[config.mk]
export PLATFORM = sky130hd
export DESIGN_NAME = axd_arith_exception_detect
export DESIGN_NICKNAME = d
export VERILOG_FILES = /design/src/axd_result_reg.v /design/src/axd_arith_exception_detect.v
export VERILOG_INCLUDE_DIRS = /design/src
export SDC_FILE = /design/constraint.sdc
export NUM_CORES = 1
export LEC_CHECK = 0
export BUFFER_PORTS_ARGS = -buffer_cell sky130_fd_sc_hd__buf_4
export CAP_MARGIN = 20
export CELL_PAD_IN_SITES_DETAIL_PLACEMENT = 0
export CELL_PAD_IN_SITES_GLOBAL_PLACEMENT = 1
export CORE_MARGIN = 4
export CORE_UTILIZATION = 29
export DETAILED_ROUTE_END_ITERATION = 12
export PLACE_DENSITY = 0.78
export REMOVE_ABC_BUFFERS = 1
export SLEW_MARGIN = 30
export SYNTH_ARGS = -nofsm -noshare
export SYNTH_HDL_FRONTEND = slang
export SYNTH_HIERARCHICAL = 1
export SYNTH_SLANG_ARGS = --single-unit
export TNS_END_PERCENT = 5
[constraint.sdc]
create_clock -name mclk_i -period 2.5 [get_ports mclk_i]
set_input_delay 0.25 -clock mclk_i [delete_from_list [all_inputs] [get_ports mclk_i]]
set_output_delay 0.25 -clock mclk_i [all_outputs]
set_load 0.02 [all_outputs]
[src/axd_defines.vh]
// Purpose: Constants for the arithmetic exception detector
// Assumes: Hex floating point, 7-bit characteristic, excess 64
// Notes:   Interruption codes follow the program-check numbering
`ifndef AXD_DEFINES_VH
`define AXD_DEFINES_VH
`define AXD_CHAR_MAX      9'sh07F
`define AXD_CHAR_ADJ      9'sh080
`define AXD_ILC_DECIMAL   2'h3
`define AXD_OP_HALVE_LONG  8'h24
`define AXD_OP_HALVE_SHORT 8'h34
`define AXD_PSW_UFL_BIT   6'h26
`define AXD_PSW_SIG_BIT   6'h27
`define AXD_CODE_NONE     4'h0
`define AXD_CODE_DEC_DIV  4'hB
`define AXD_CODE_EXP_OVF  4'hC
`define AXD_CODE_EXP_UFL  4'hD
`define AXD_CODE_SIGNIF   4'hE
`define AXD_CODE_FP_DIV   4'hF
`define AXD_KIND_ADD      3'h0
`define AXD_KIND_SUB      3'h1
`define AXD_KIND_MUL      3'h2
`define AXD_KIND_DIV      3'h3
`define AXD_KIND_HALVE    3'h4
`define AXD_KIND_DECDIV   3'h5
`endif

[src/axd_result_reg.v]
// Purpose: Output register stage for one adjusted result word
// Assumes: Single clock, synchronous reset
// Notes:   Holds value until next load
`timescale 1ns/1ns
module axd_result_reg #(
    parameter W = 8
) (
    input  wire         mclk_i,
    input  wire         rst_i,
    input  wire         load_i,
    input  wire [W-1:0] d_i,
    output wire [W-1:0] q_o
);
    reg [W-1:0] data_q;
    always @(posedge mclk_i) begin
        if (rst_i)
            data_q <= {W{1'b0}};
        else if (load_i)
            data_q <= d_i;
    end
    assign q_o = data_q;
endmodule

[src/axd_arith_exception_detect.v]
// Purpose: Detect arithmetic program exceptions and adjust results
// Assumes: Datapath gives true characteristic, normalized fraction
// Notes:   One request per cycle, answer one cycle later
// Notes:   Flags are one-hot; the highest priority exception wins
// Notes:   Result fields hold their value between requests
`timescale 1ns/1ns
`include "axd_defines.vh"
module axd_arith_exception_detect #(
    parameter FW = 56
) (
    // Clock and reset
    input  wire          mclk_i,
    input  wire          rst_i,
    // Operation result from the arithmetic datapath
    input  wire          req_i,
    input  wire [2:0]    op_kind_i,
    input  wire [7:0]    opcode_i,
    input  wire [1:0]    ilc_i,
    input  wire [63:0]   program_status_word_i,
    input  wire          dec_quot_too_big_i,
    input  wire          divisor_frac_zero_i,
    input  wire          res_sign_i,
    input  wire [8:0]    res_char_i,
    input  wire [FW-1:0] res_frac_i,
    // Answer towards the interruption logic
    output wire          done_o,
    output wire          suppress_o,
    output wire          exc_valid_o,
    output wire [3:0]    exc_code_o,
    output wire [1:0]    exc_ilc_o,
    output wire          decimal_divide_exc_o,
    output wire          significance_exc_o,
    output wire          float_divide_exc_o,
    output wire          exp_overflow_exc_o,
    output wire          exp_underflow_exc_o,
    // Adjusted result, stored for every request, suppressed ones included
    output wire          res_sign_o,
    output wire [6:0]    res_char_o,
    output wire [FW-1:0] res_frac_o
);
    ////////////////////////////////////////////////////////////////
    // Bit positions inside the registered flag vector
    localparam FLG_DEC = 0;
    localparam FLG_SIG = 1;
    localparam FLG_FPD = 2;
    localparam FLG_OVF = 3;
    localparam FLG_UFL = 4;

    ////////////////////////////////////////////////////////////////
    // Operation decode; opcode alone also marks a halve, so a
    // datapath that mislabels the kind cannot raise overflow
    wire       is_fp_as = (op_kind_i == `AXD_KIND_ADD) ||
                          (op_kind_i == `AXD_KIND_SUB);
    wire       is_div   = (op_kind_i == `AXD_KIND_DIV);
    wire       is_dec   = (op_kind_i == `AXD_KIND_DECDIV);
    wire       is_halve = (op_kind_i == `AXD_KIND_HALVE) ||
                          (opcode_i == `AXD_OP_HALVE_LONG) ||
                          (opcode_i == `AXD_OP_HALVE_SHORT);
    wire       is_fp    = !is_dec;
    wire       frac_nz  = |res_frac_i;
    wire signed [8:0] chr = res_char_i;
    wire       ufl_mask = program_status_word_i[`AXD_PSW_UFL_BIT];
    wire       sig_mask = program_status_word_i[`AXD_PSW_SIG_BIT];

    wire dec_exc = is_dec && dec_quot_too_big_i;
    wire fpd_exc = is_div && divisor_frac_zero_i;
    // Halve is excluded from overflow by construction
    wire ovf_exc = is_fp && !is_halve && !fpd_exc &&
                   (chr > `AXD_CHAR_MAX) && frac_nz;
    wire ufl_exc = is_fp && !fpd_exc &&
                   (chr < 9'sh000) && frac_nz;
    wire sig_exc = is_fp_as && !frac_nz;

    ////////////////////////////////////////////////////////////////
    // One-hot flags in priority order; a suppressed divide must
    // not also report a result exception it never produced
    wire flag_dec = dec_exc;
    wire flag_fpd = fpd_exc && !dec_exc;
    wire flag_ovf = ovf_exc && !dec_exc && !fpd_exc;
    wire flag_ufl = ufl_exc && !dec_exc && !fpd_exc &&
                    !ovf_exc;
    wire flag_sig = sig_exc && !dec_exc && !fpd_exc &&
                    !ovf_exc && !ufl_exc;
    wire suppress = dec_exc || fpd_exc;

    ////////////////////////////////////////////////////////////////
    // Result adjustment; by default the datapath value passes
    // through unchanged, and each branch below only overrides
    // what its exception alters
    ////////////////////////////////////////////////////////////////
    reg          sign_d;
    reg  [8:0]   char_d;
    reg  [FW-1:0] frac_d;
    reg  [3:0]   code_d;
    reg  [1:0]   ilc_d;
    always @* begin
        sign_d = res_sign_i;
        char_d = res_char_i;
        frac_d = res_frac_i;
        code_d = `AXD_CODE_NONE;
        ilc_d  = ilc_i;
        if (dec_exc) begin
            code_d = `AXD_CODE_DEC_DIV;
            ilc_d  = `AXD_ILC_DECIMAL;
        end else if (fpd_exc) begin
            // Suppressed: result is still loaded, and the consumer must discard it
            code_d = `AXD_CODE_FP_DIV;
        end else if (ovf_exc) begin
            // Low seven bits keep the wrapped characteristic
            code_d = `AXD_CODE_EXP_OVF;
            char_d = res_char_i - `AXD_CHAR_ADJ;
        end else if (ufl_exc) begin
            code_d = `AXD_CODE_EXP_UFL;
            if (ufl_mask) begin
                char_d = res_char_i + `AXD_CHAR_ADJ;
            end else begin
                sign_d = 1'b0;
                char_d = 9'h000;
                frac_d = {FW{1'b0}};
            end
        end else if (sig_exc) begin
            code_d = `AXD_CODE_SIGNIF;
            // Unmasked keeps characteristic; masked-off gives true zero
            if (!sig_mask) begin
                sign_d = 1'b0;
                char_d = 9'h000;
            end
        end
    end

    ////////////////////////////////////////////////////////////////
    // Handshake and suppression status
    reg       done_q;
    reg       supp_q;
    always @(posedge mclk_i) begin
        if (rst_i) begin
            done_q <= 1'b0;
            supp_q <= 1'b0;
        end else begin
            done_q <= req_i;
            supp_q <= req_i && suppress;
        end
    end

    ////////////////////////////////////////////////////////////////
    // Code reads as zero between requests, so a stale code can
    // never be taken for a new exception
    reg [3:0] code_q;
    always @(posedge mclk_i) begin
        if (rst_i)
            code_q <= `AXD_CODE_NONE;
        else
            code_q <= req_i ? code_d : `AXD_CODE_NONE;
    end

    // Length code follows the same idle rule as the code
    reg [1:0] ilc_q;
    always @(posedge mclk_i) begin
        if (rst_i)
            ilc_q <= 2'h0;
        else
            ilc_q <= req_i ? ilc_d : 2'h0;
    end

    ////////////////////////////////////////////////////////////////
    // Single-cycle flag pulses for the interruption logic
    reg [4:0] flags_q;
    always @(posedge mclk_i) begin
        if (rst_i) begin
            flags_q <= 5'h00;
        end else if (req_i) begin
            flags_q[FLG_DEC] <= flag_dec;
            flags_q[FLG_SIG] <= flag_sig;
            flags_q[FLG_FPD] <= flag_fpd;
            flags_q[FLG_OVF] <= flag_ovf;
            flags_q[FLG_UFL] <= flag_ufl;
        end else begin
            flags_q <= 5'h00;
        end
    end

    ////////////////////////////////////////////////////////////////
    // Result word register; loads on every request, including
    // suppressed ones, whose value the consumer must discard

    axd_result_reg #(
        .W (FW + 8)
    ) u_res (
        .mclk_i (mclk_i),
        .rst_i  (rst_i),
        .load_i (req_i),
        .d_i    ({sign_d, char_d[6:0], frac_d}),
        .q_o    ({res_sign_o, res_char_o, res_frac_o})
    );

    ////////////////////////////////////////////////////////////////
    // Outputs
    assign done_o               = done_q;
    assign suppress_o           = supp_q;
    assign exc_valid_o          = done_q && (code_q != `AXD_CODE_NONE);
    assign exc_code_o           = code_q;
    assign exc_ilc_o            = ilc_q;
    assign decimal_divide_exc_o = flags_q[FLG_DEC];
    assign significance_exc_o   = flags_q[FLG_SIG];
    assign float_divide_exc_o   = flags_q[FLG_FPD];
    assign exp_overflow_exc_o   = flags_q[FLG_OVF];
    assign exp_underflow_exc_o  = flags_q[FLG_UFL];
endmodule

==> results of run 1 <==
per-stage QoR:
stage          hold slack (ns)  setup WS (ns)  instance area, µm²  cells
2_1_floorplan            0.322         -0.251                3200    325
3_3_place_gp             0.465          0.172                4670    636
3_5_place_dp             0.474          0.138                4670    636
4_1_cts                  0.126          0.475                4950    652
5_1_grt                  0.158          0.355                4950    652
6_report                 0.137          0.519                4950    652
synth_stat cells (all sizes together):
| cell type | instances | area (µm²) |
|---|---|---|
| a21bo | 1 | 10.0 |
| o41a | 1 | 11.3 |
| inv | 2 | 7.51 |
| nand4 | 3 | 18.8 |
| nand4b | 1 | 8.76 |
| buf | 19 | 160 |
| and4b | 1 | 10.0 |
| nor2 | 75 | 282 |
| mux2i | 65 | 651 |
| nand3b | 1 | 7.51 |
| a2111o | 1 | 11.3 |
| nor4bb | 1 | 10.0 |
| nand2 | 4 | 15.0 |
| nand2b | 2 | 12.5 |
| nor4 | 16 | 130 |
| nand3 | 1 | 5.00 |
| o21a | 1 | 7.51 |
| and3 | 1 | 6.26 |
| nor3 | 3 | 15.0 |
| and3b | 8 | 70.1 |
| clkbuf | 2 | 8.75 |
| dfxtp | 77 | 1540 |
| nor2b | 57 | 357 |
| a21oi | 3 | 15.0 |
worst paths after layout:
check                     start            end  slack (ns)  cells after the start
hold reg to reg   u_res/q_o[12]  u_res/q_o[12]        0.49                      2
setup / recovery  res_frac_i[0]  u_res/q_o[57]        0.52                      9
hold / removal         ilc_i[1]   exc_ilc_o[1]        0.14                      3
setup reg to reg   u_res/q_o[8]   u_res/q_o[8]        1.85                      2
power by group:
| part | leakage [nW] | switching (mW) | internal, mW | total (mW) |
|---|---|---|---|---|
| registers | 0.632 | 0.0347 | 1.29 | 1.33 |
| logic | 1.64 | 0.273 | 0.279 | 0.553 |
| clock network | 0.138 | 0.485 | 0.721 | 1.21 |
| total | 2.41 | 0.793 | 2.30 | 3.09 |
worst reg2reg max path: stages (launching register included):
cell and delay (ns):
dfxtp_1 0.32, mux2i_1 0.14, nor2_1 0.07
flip-flops by register name (all words and copies together) (netlist names):
signal / count
flags_q: 5
exc_code_o: 4
exc_ilc_o: 2
done_o: 1
u_res/q_o: 64
suppress_o: 1
area by class of cell:
cell class              instances  area (µm²)  share of cell area (%)
multi-input cells             246        1650                    33.4
flip-flops and latches         77        1540                    31.2
clock buffers                  12         256                    5.19
repair buffers                168        1290                    26.0
clock inverters                 4        22.5                   0.455
well taps                     143         179                    3.62
inverters                       2        7.51                   0.152
kinds of logic after synthesis:
group                  Yosys count  share of synthesized area, %
AND/OR/NAND/NOR                174                          28.1
buffers and inverters           23                          5.23
AO/OA/AOI/OAI                    7                          1.63
multiplexers                    65                          19.3
flip-flops                      77                          45.7
placed cells by master, fill, tap and decap left out, types with 4 or more instances in the layout:
cell type,instances
dfxtp_1,77
and3b_1,8
nand2_1,4
nor4_1,14
nor2b_1,57
mux2i_1,65
buf_4,166
clkbuf_16,9
nor2_1,75
metal layers:
layer / wire [µm] / up-vias
li1: - / 1485
met1: 3920 / 1361
met2: 4590 / 114
met3: 896 / 16
met4: 181 / 0
met5: 0 / -
==> metrics, run 1 <==
most crowded layer after global routing=met2; Slew HR=47.3%; via/cell ratio=4.56; kind of end point of the critical path=flip-flop; Routed Antenna Nets=0; Core ar.=0.0114 mm²; CTS sink count=77; Hold/Removal Path Class=input port to flip-flop; fin. max-slew vios=0; Crit-path slowest cell=nor4_1; final WL=9.59 mm; worst vdd ir=0.320 mV; Max Clock Skew=0 ns; PortBufs=162; GRT Util Overall=14.3%; Tot Pwr=3.09 mW; drt wl/cell=14.7 µm; number of global-route vias before repair=3065; FP Rows=39; GRT met2 Usage=23.2%; clock latency on the worst-skew pair=0.32 ns; Placer Congestion=0.794; final hold violation count=0; first-pass GRT wire length=15.2 mm; share of cells above drive strength 1=36.5%; Resize count post-CTS=0; post-synthesis area per instance=9.74 µm²; hold buffers post-CTS=0; Max Cap Viol=0; startpoint types=input port; fmax=0.505 GHz; H-tree depth=3; Buf/Inv on CP=2; RSZ-0062 raised after global routing=false; drt drc=0; Mapped Area=0.00337 mm²; met3 Track Usage GR=5.01%; Mapped Cells=346; Starting Density=29.5%; CTS tree=yes; initial antenna violation count=0; Util after Layout=43.3%; clk root buf=clkbuf_16; WP data arrival=2.18 ns; Worst-Margin Slew=0.784 ns; 1st-iter DRT viols=126; crit-path cells=buf_4 > nor4_1 > nand4_1 > nor4_4 > buf_4 > nand3b_1 > and3b_1 > mux2i_1 > nor2_1; post-CTS setup buffers=0; sum of negative setup slack=0 ns; min Tclk post-route=1.98 ns; delay-heaviest family, CP=simple AND/OR/NAND/NOR gates; Seq/Total Area, Yosys=45.7%; DP Wirelength=7.42 mm; CTS buffer count=9; Final #Nets=652; slowest stage delay, CP=0.37 ns; antenna fix cells=0; outcome=finished, final reports clean; met1 Usage GRT=17.3%; Area Overhead vs Synth=46.7%; leakage power=2.41 nW; Reg clk slew, reported paths=0.06 ns; Power Density=624 mW/mm²; unique cell type count in the Yosys netlist=29; drt first pass iters=4; Ys Warns=6; global route total overflow=0; Final Cycle Share=79.2%; Crit Path Category=input port to flip-flop; WP data required=2.70 ns; Worst Path Max Fanout=8; number of top-level pins=226; clk buf depth=2; crit-path most repeated cell=buf_4; die height=116 µm; #FFs+latches synth=77; largest net degree at the start of global routing=38; total number of vias=2976; DIE WIDTH=116 µm; setup violators final=0; fill cell total of the finished layout=1135; area of the die=0.0134 mm²
Note: power is estimated with default switching activity, not from simulation.
==> run 2: changes to the inputs <==
--- a/config.mk
+++ b/config.mk
@@ -11,9 +11,9 @@
 export CELL_PAD_IN_SITES_DETAIL_PLACEMENT = 0
 export CELL_PAD_IN_SITES_GLOBAL_PLACEMENT = 1
 export CORE_MARGIN = 4
-export CORE_UTILIZATION = 29
+export CORE_UTILIZATION = 26
 export DETAILED_ROUTE_END_ITERATION = 12
-export PLACE_DENSITY = 0.78
+export PLACE_DENSITY = 0.74
 export REMOVE_ABC_BUFFERS = 1
 export SLEW_MARGIN = 30
 export SYNTH_ARGS = -nofsm -noshare
==> constraint.sdc (replaced) <==
create_clock -name mclk_i -period 1.7 [get_ports mclk_i]
set_input_delay 0.17 -clock mclk_i [delete_from_list [all_inputs] [get_ports mclk_i]]
set_output_delay 0.17 -clock mclk_i [all_outputs]
set_load 0.02 [all_outputs]
==> run 2 against run 1 <==
Highest routed layer unchanged. Final cell count is 8.4% higher. Clock-buffer cell count stayed put. Sequential cell count stayed put. Critical endpoint is now u_res/q_o[60]. Sequential power is 47% higher. Largest power group unchanged. First-iteration DRC count is 19% lower.
==> metrics, run 2 (same netlist as run 1, synthesis figures left out) <==
Hold/Removal Path Class=input port to flip-flop; clk buf depth=2; Reg clk slew, reported paths=0.06 ns; crit-path cells=buf_4 > nor4_1 > nand4_1 > nor4_4 > buf_4 > nor4_4 > buf_6 > buf_12 > and3b_1 > mux2i_1 > nor2_1; Starting Density=26.6%; worst vdd ir=0.414 mV; commonest non-fill, non-tap cells in the layout=buf_4 (180), dfxtp_1 (77), nor2_1 (75); initial antenna violation count=0; Slew HR=70.9%; number of global-route vias before repair=3067; FP Rows=41; DP Wirelength=7.86 mm; RSZ-0062 raised after global routing=true; Crit-path slowest cell=nor4_4; fmax=0.597 GHz; Placement Cell Area=0.00497 mm²; Util after Layout=43.5%; Area Overhead vs Synth=63.4%; final WL=10.4 mm; 1st-iter DRT viols=102; DIE WIDTH=122 µm; H-tree depth=3; first-pass GRT wire length=15.5 mm; slowest stage delay, CP=0.30 ns; Placer Congestion=0.800; global route total overflow=0; min Tclk post-route=1.67 ns; drt first pass iters=4; WP data required=1.97 ns; outcome=finished, final reports clean; PortBufs=162; setup violators final=0; worst hold slack=0.0620 ns; Power Density=841 mW/mm²; CTS sink count=77; hold buffers post-CTS=0; number of top-level pins=226; Crit Path Category=input port to flip-flop; final instance area=0.00551 mm²; Worst-Margin Slew=0.436 ns; final hold violation count=0; clk root buf=clkbuf_16; drt wl/cell=14.7 µm; fill cell total of the finished layout=1234; share of cells above drive strength 1=45.2%; Reg area=0.00154 mm²; Buf/Inv on CP=4; GRT Util Overall=13.2%; met1 Usage GRT=16.6%; kind of end point of the critical path=flip-flop; die height=122 µm; most common cell after layout, fill and taps aside=buf_4; delay-heaviest family, CP=simple AND/OR/NAND/NOR gates; startpoint types=input port; largest net degree at the start of global routing=41; WP data arrival=1.94 ns; most crowded layer after global routing=met2; area of the multi-input gates=0.00185 mm²; fin. max-slew vios=0; Tot Pwr=4.63 mW; area of the die=0.0148 mm²; Final #Nets=680; GRT met2 Usage=21.3%; antenna fix cells=0; Routed Antenna Nets=0; drt drc=0; leakage power=2.65 nW; CTS tree=yes; sum of negative setup slack=0 ns; met3 Track Usage GR=4.46%; Final Cycle Share=98.5%; max reg flops=64; clock latency on the worst-skew pair=0.32 ns; Max Clock Skew=0 ns; Worst Path Max Fanout=6; via/cell ratio=4.33; total number of vias=3064; Core ar.=0.0127 mm²; CTS buffer count=9; Max Cap Viol=0
==> run 2: worst register-to-register path, cell delays in order, from the launching register on <==
cell,delay (ns)
dfxtp_1,0.31
mux2i_1,0.14
nor2_1,0.06
==> run 2: area by class of cell <==
class	instances	area share, %
sequential	77	28.0
multi-input combinational	246	33.6
clock inverter	2	0.182
timing repair buffer	196	29.6
tap	172	3.91
inverter	2	0.136
clock buffer	12	4.66
==> run 2: per-layer routing <==
layer	part of all wire, %	vias to the layer above
li1	-	1544
met5	0	-
met2	47	104
met1	44	1407
met4	1.2	0
met3	8.2	9
==> run 2: through the flow <==
| step | cells | setup WS, ns |
|---|---|---|
| 2_1_floorplan | 325 | -0.971 |
| 3_3_place_gp | 692 | -0.546 |
| 3_5_place_dp | 692 | -0.583 |
| 4_1_cts | 705 | -0.0716 |
| 5_1_grt | 707 | -0.148 |
| 6_report | 707 | 0.0262 |
==> run 2: what timing repair did <==
action | CTS | global route
endpoints found under the hold margin | 0 | 0
pin swaps | 6 | 3
setup buffers | 4 | 0
endpoints found under the setup margin | 67 | 65
gates cloned | 0 | 2
gates resized for setup | 20 | 28
==> run 2: final timing paths <==
path	startpoint	endpoint	slack, ns	cells after the start
max reg2reg	u_res/q_o[49]	u_res/q_o[49]	1.07	2
max	res_frac_i[30]	u_res/q_o[60]	0.03	11
min	ilc_i[0]	exc_ilc_o[0]	0.06	3
min reg2reg	u_res/q_o[3]	u_res/q_o[3]	0.49	2
==> run 2: power breakdown <==
part / switching (mW) / internal [mW]
combinational: 0.446 / 0.501
sequential: 0.0551 / 1.90
clock: 0.681 / 1.05
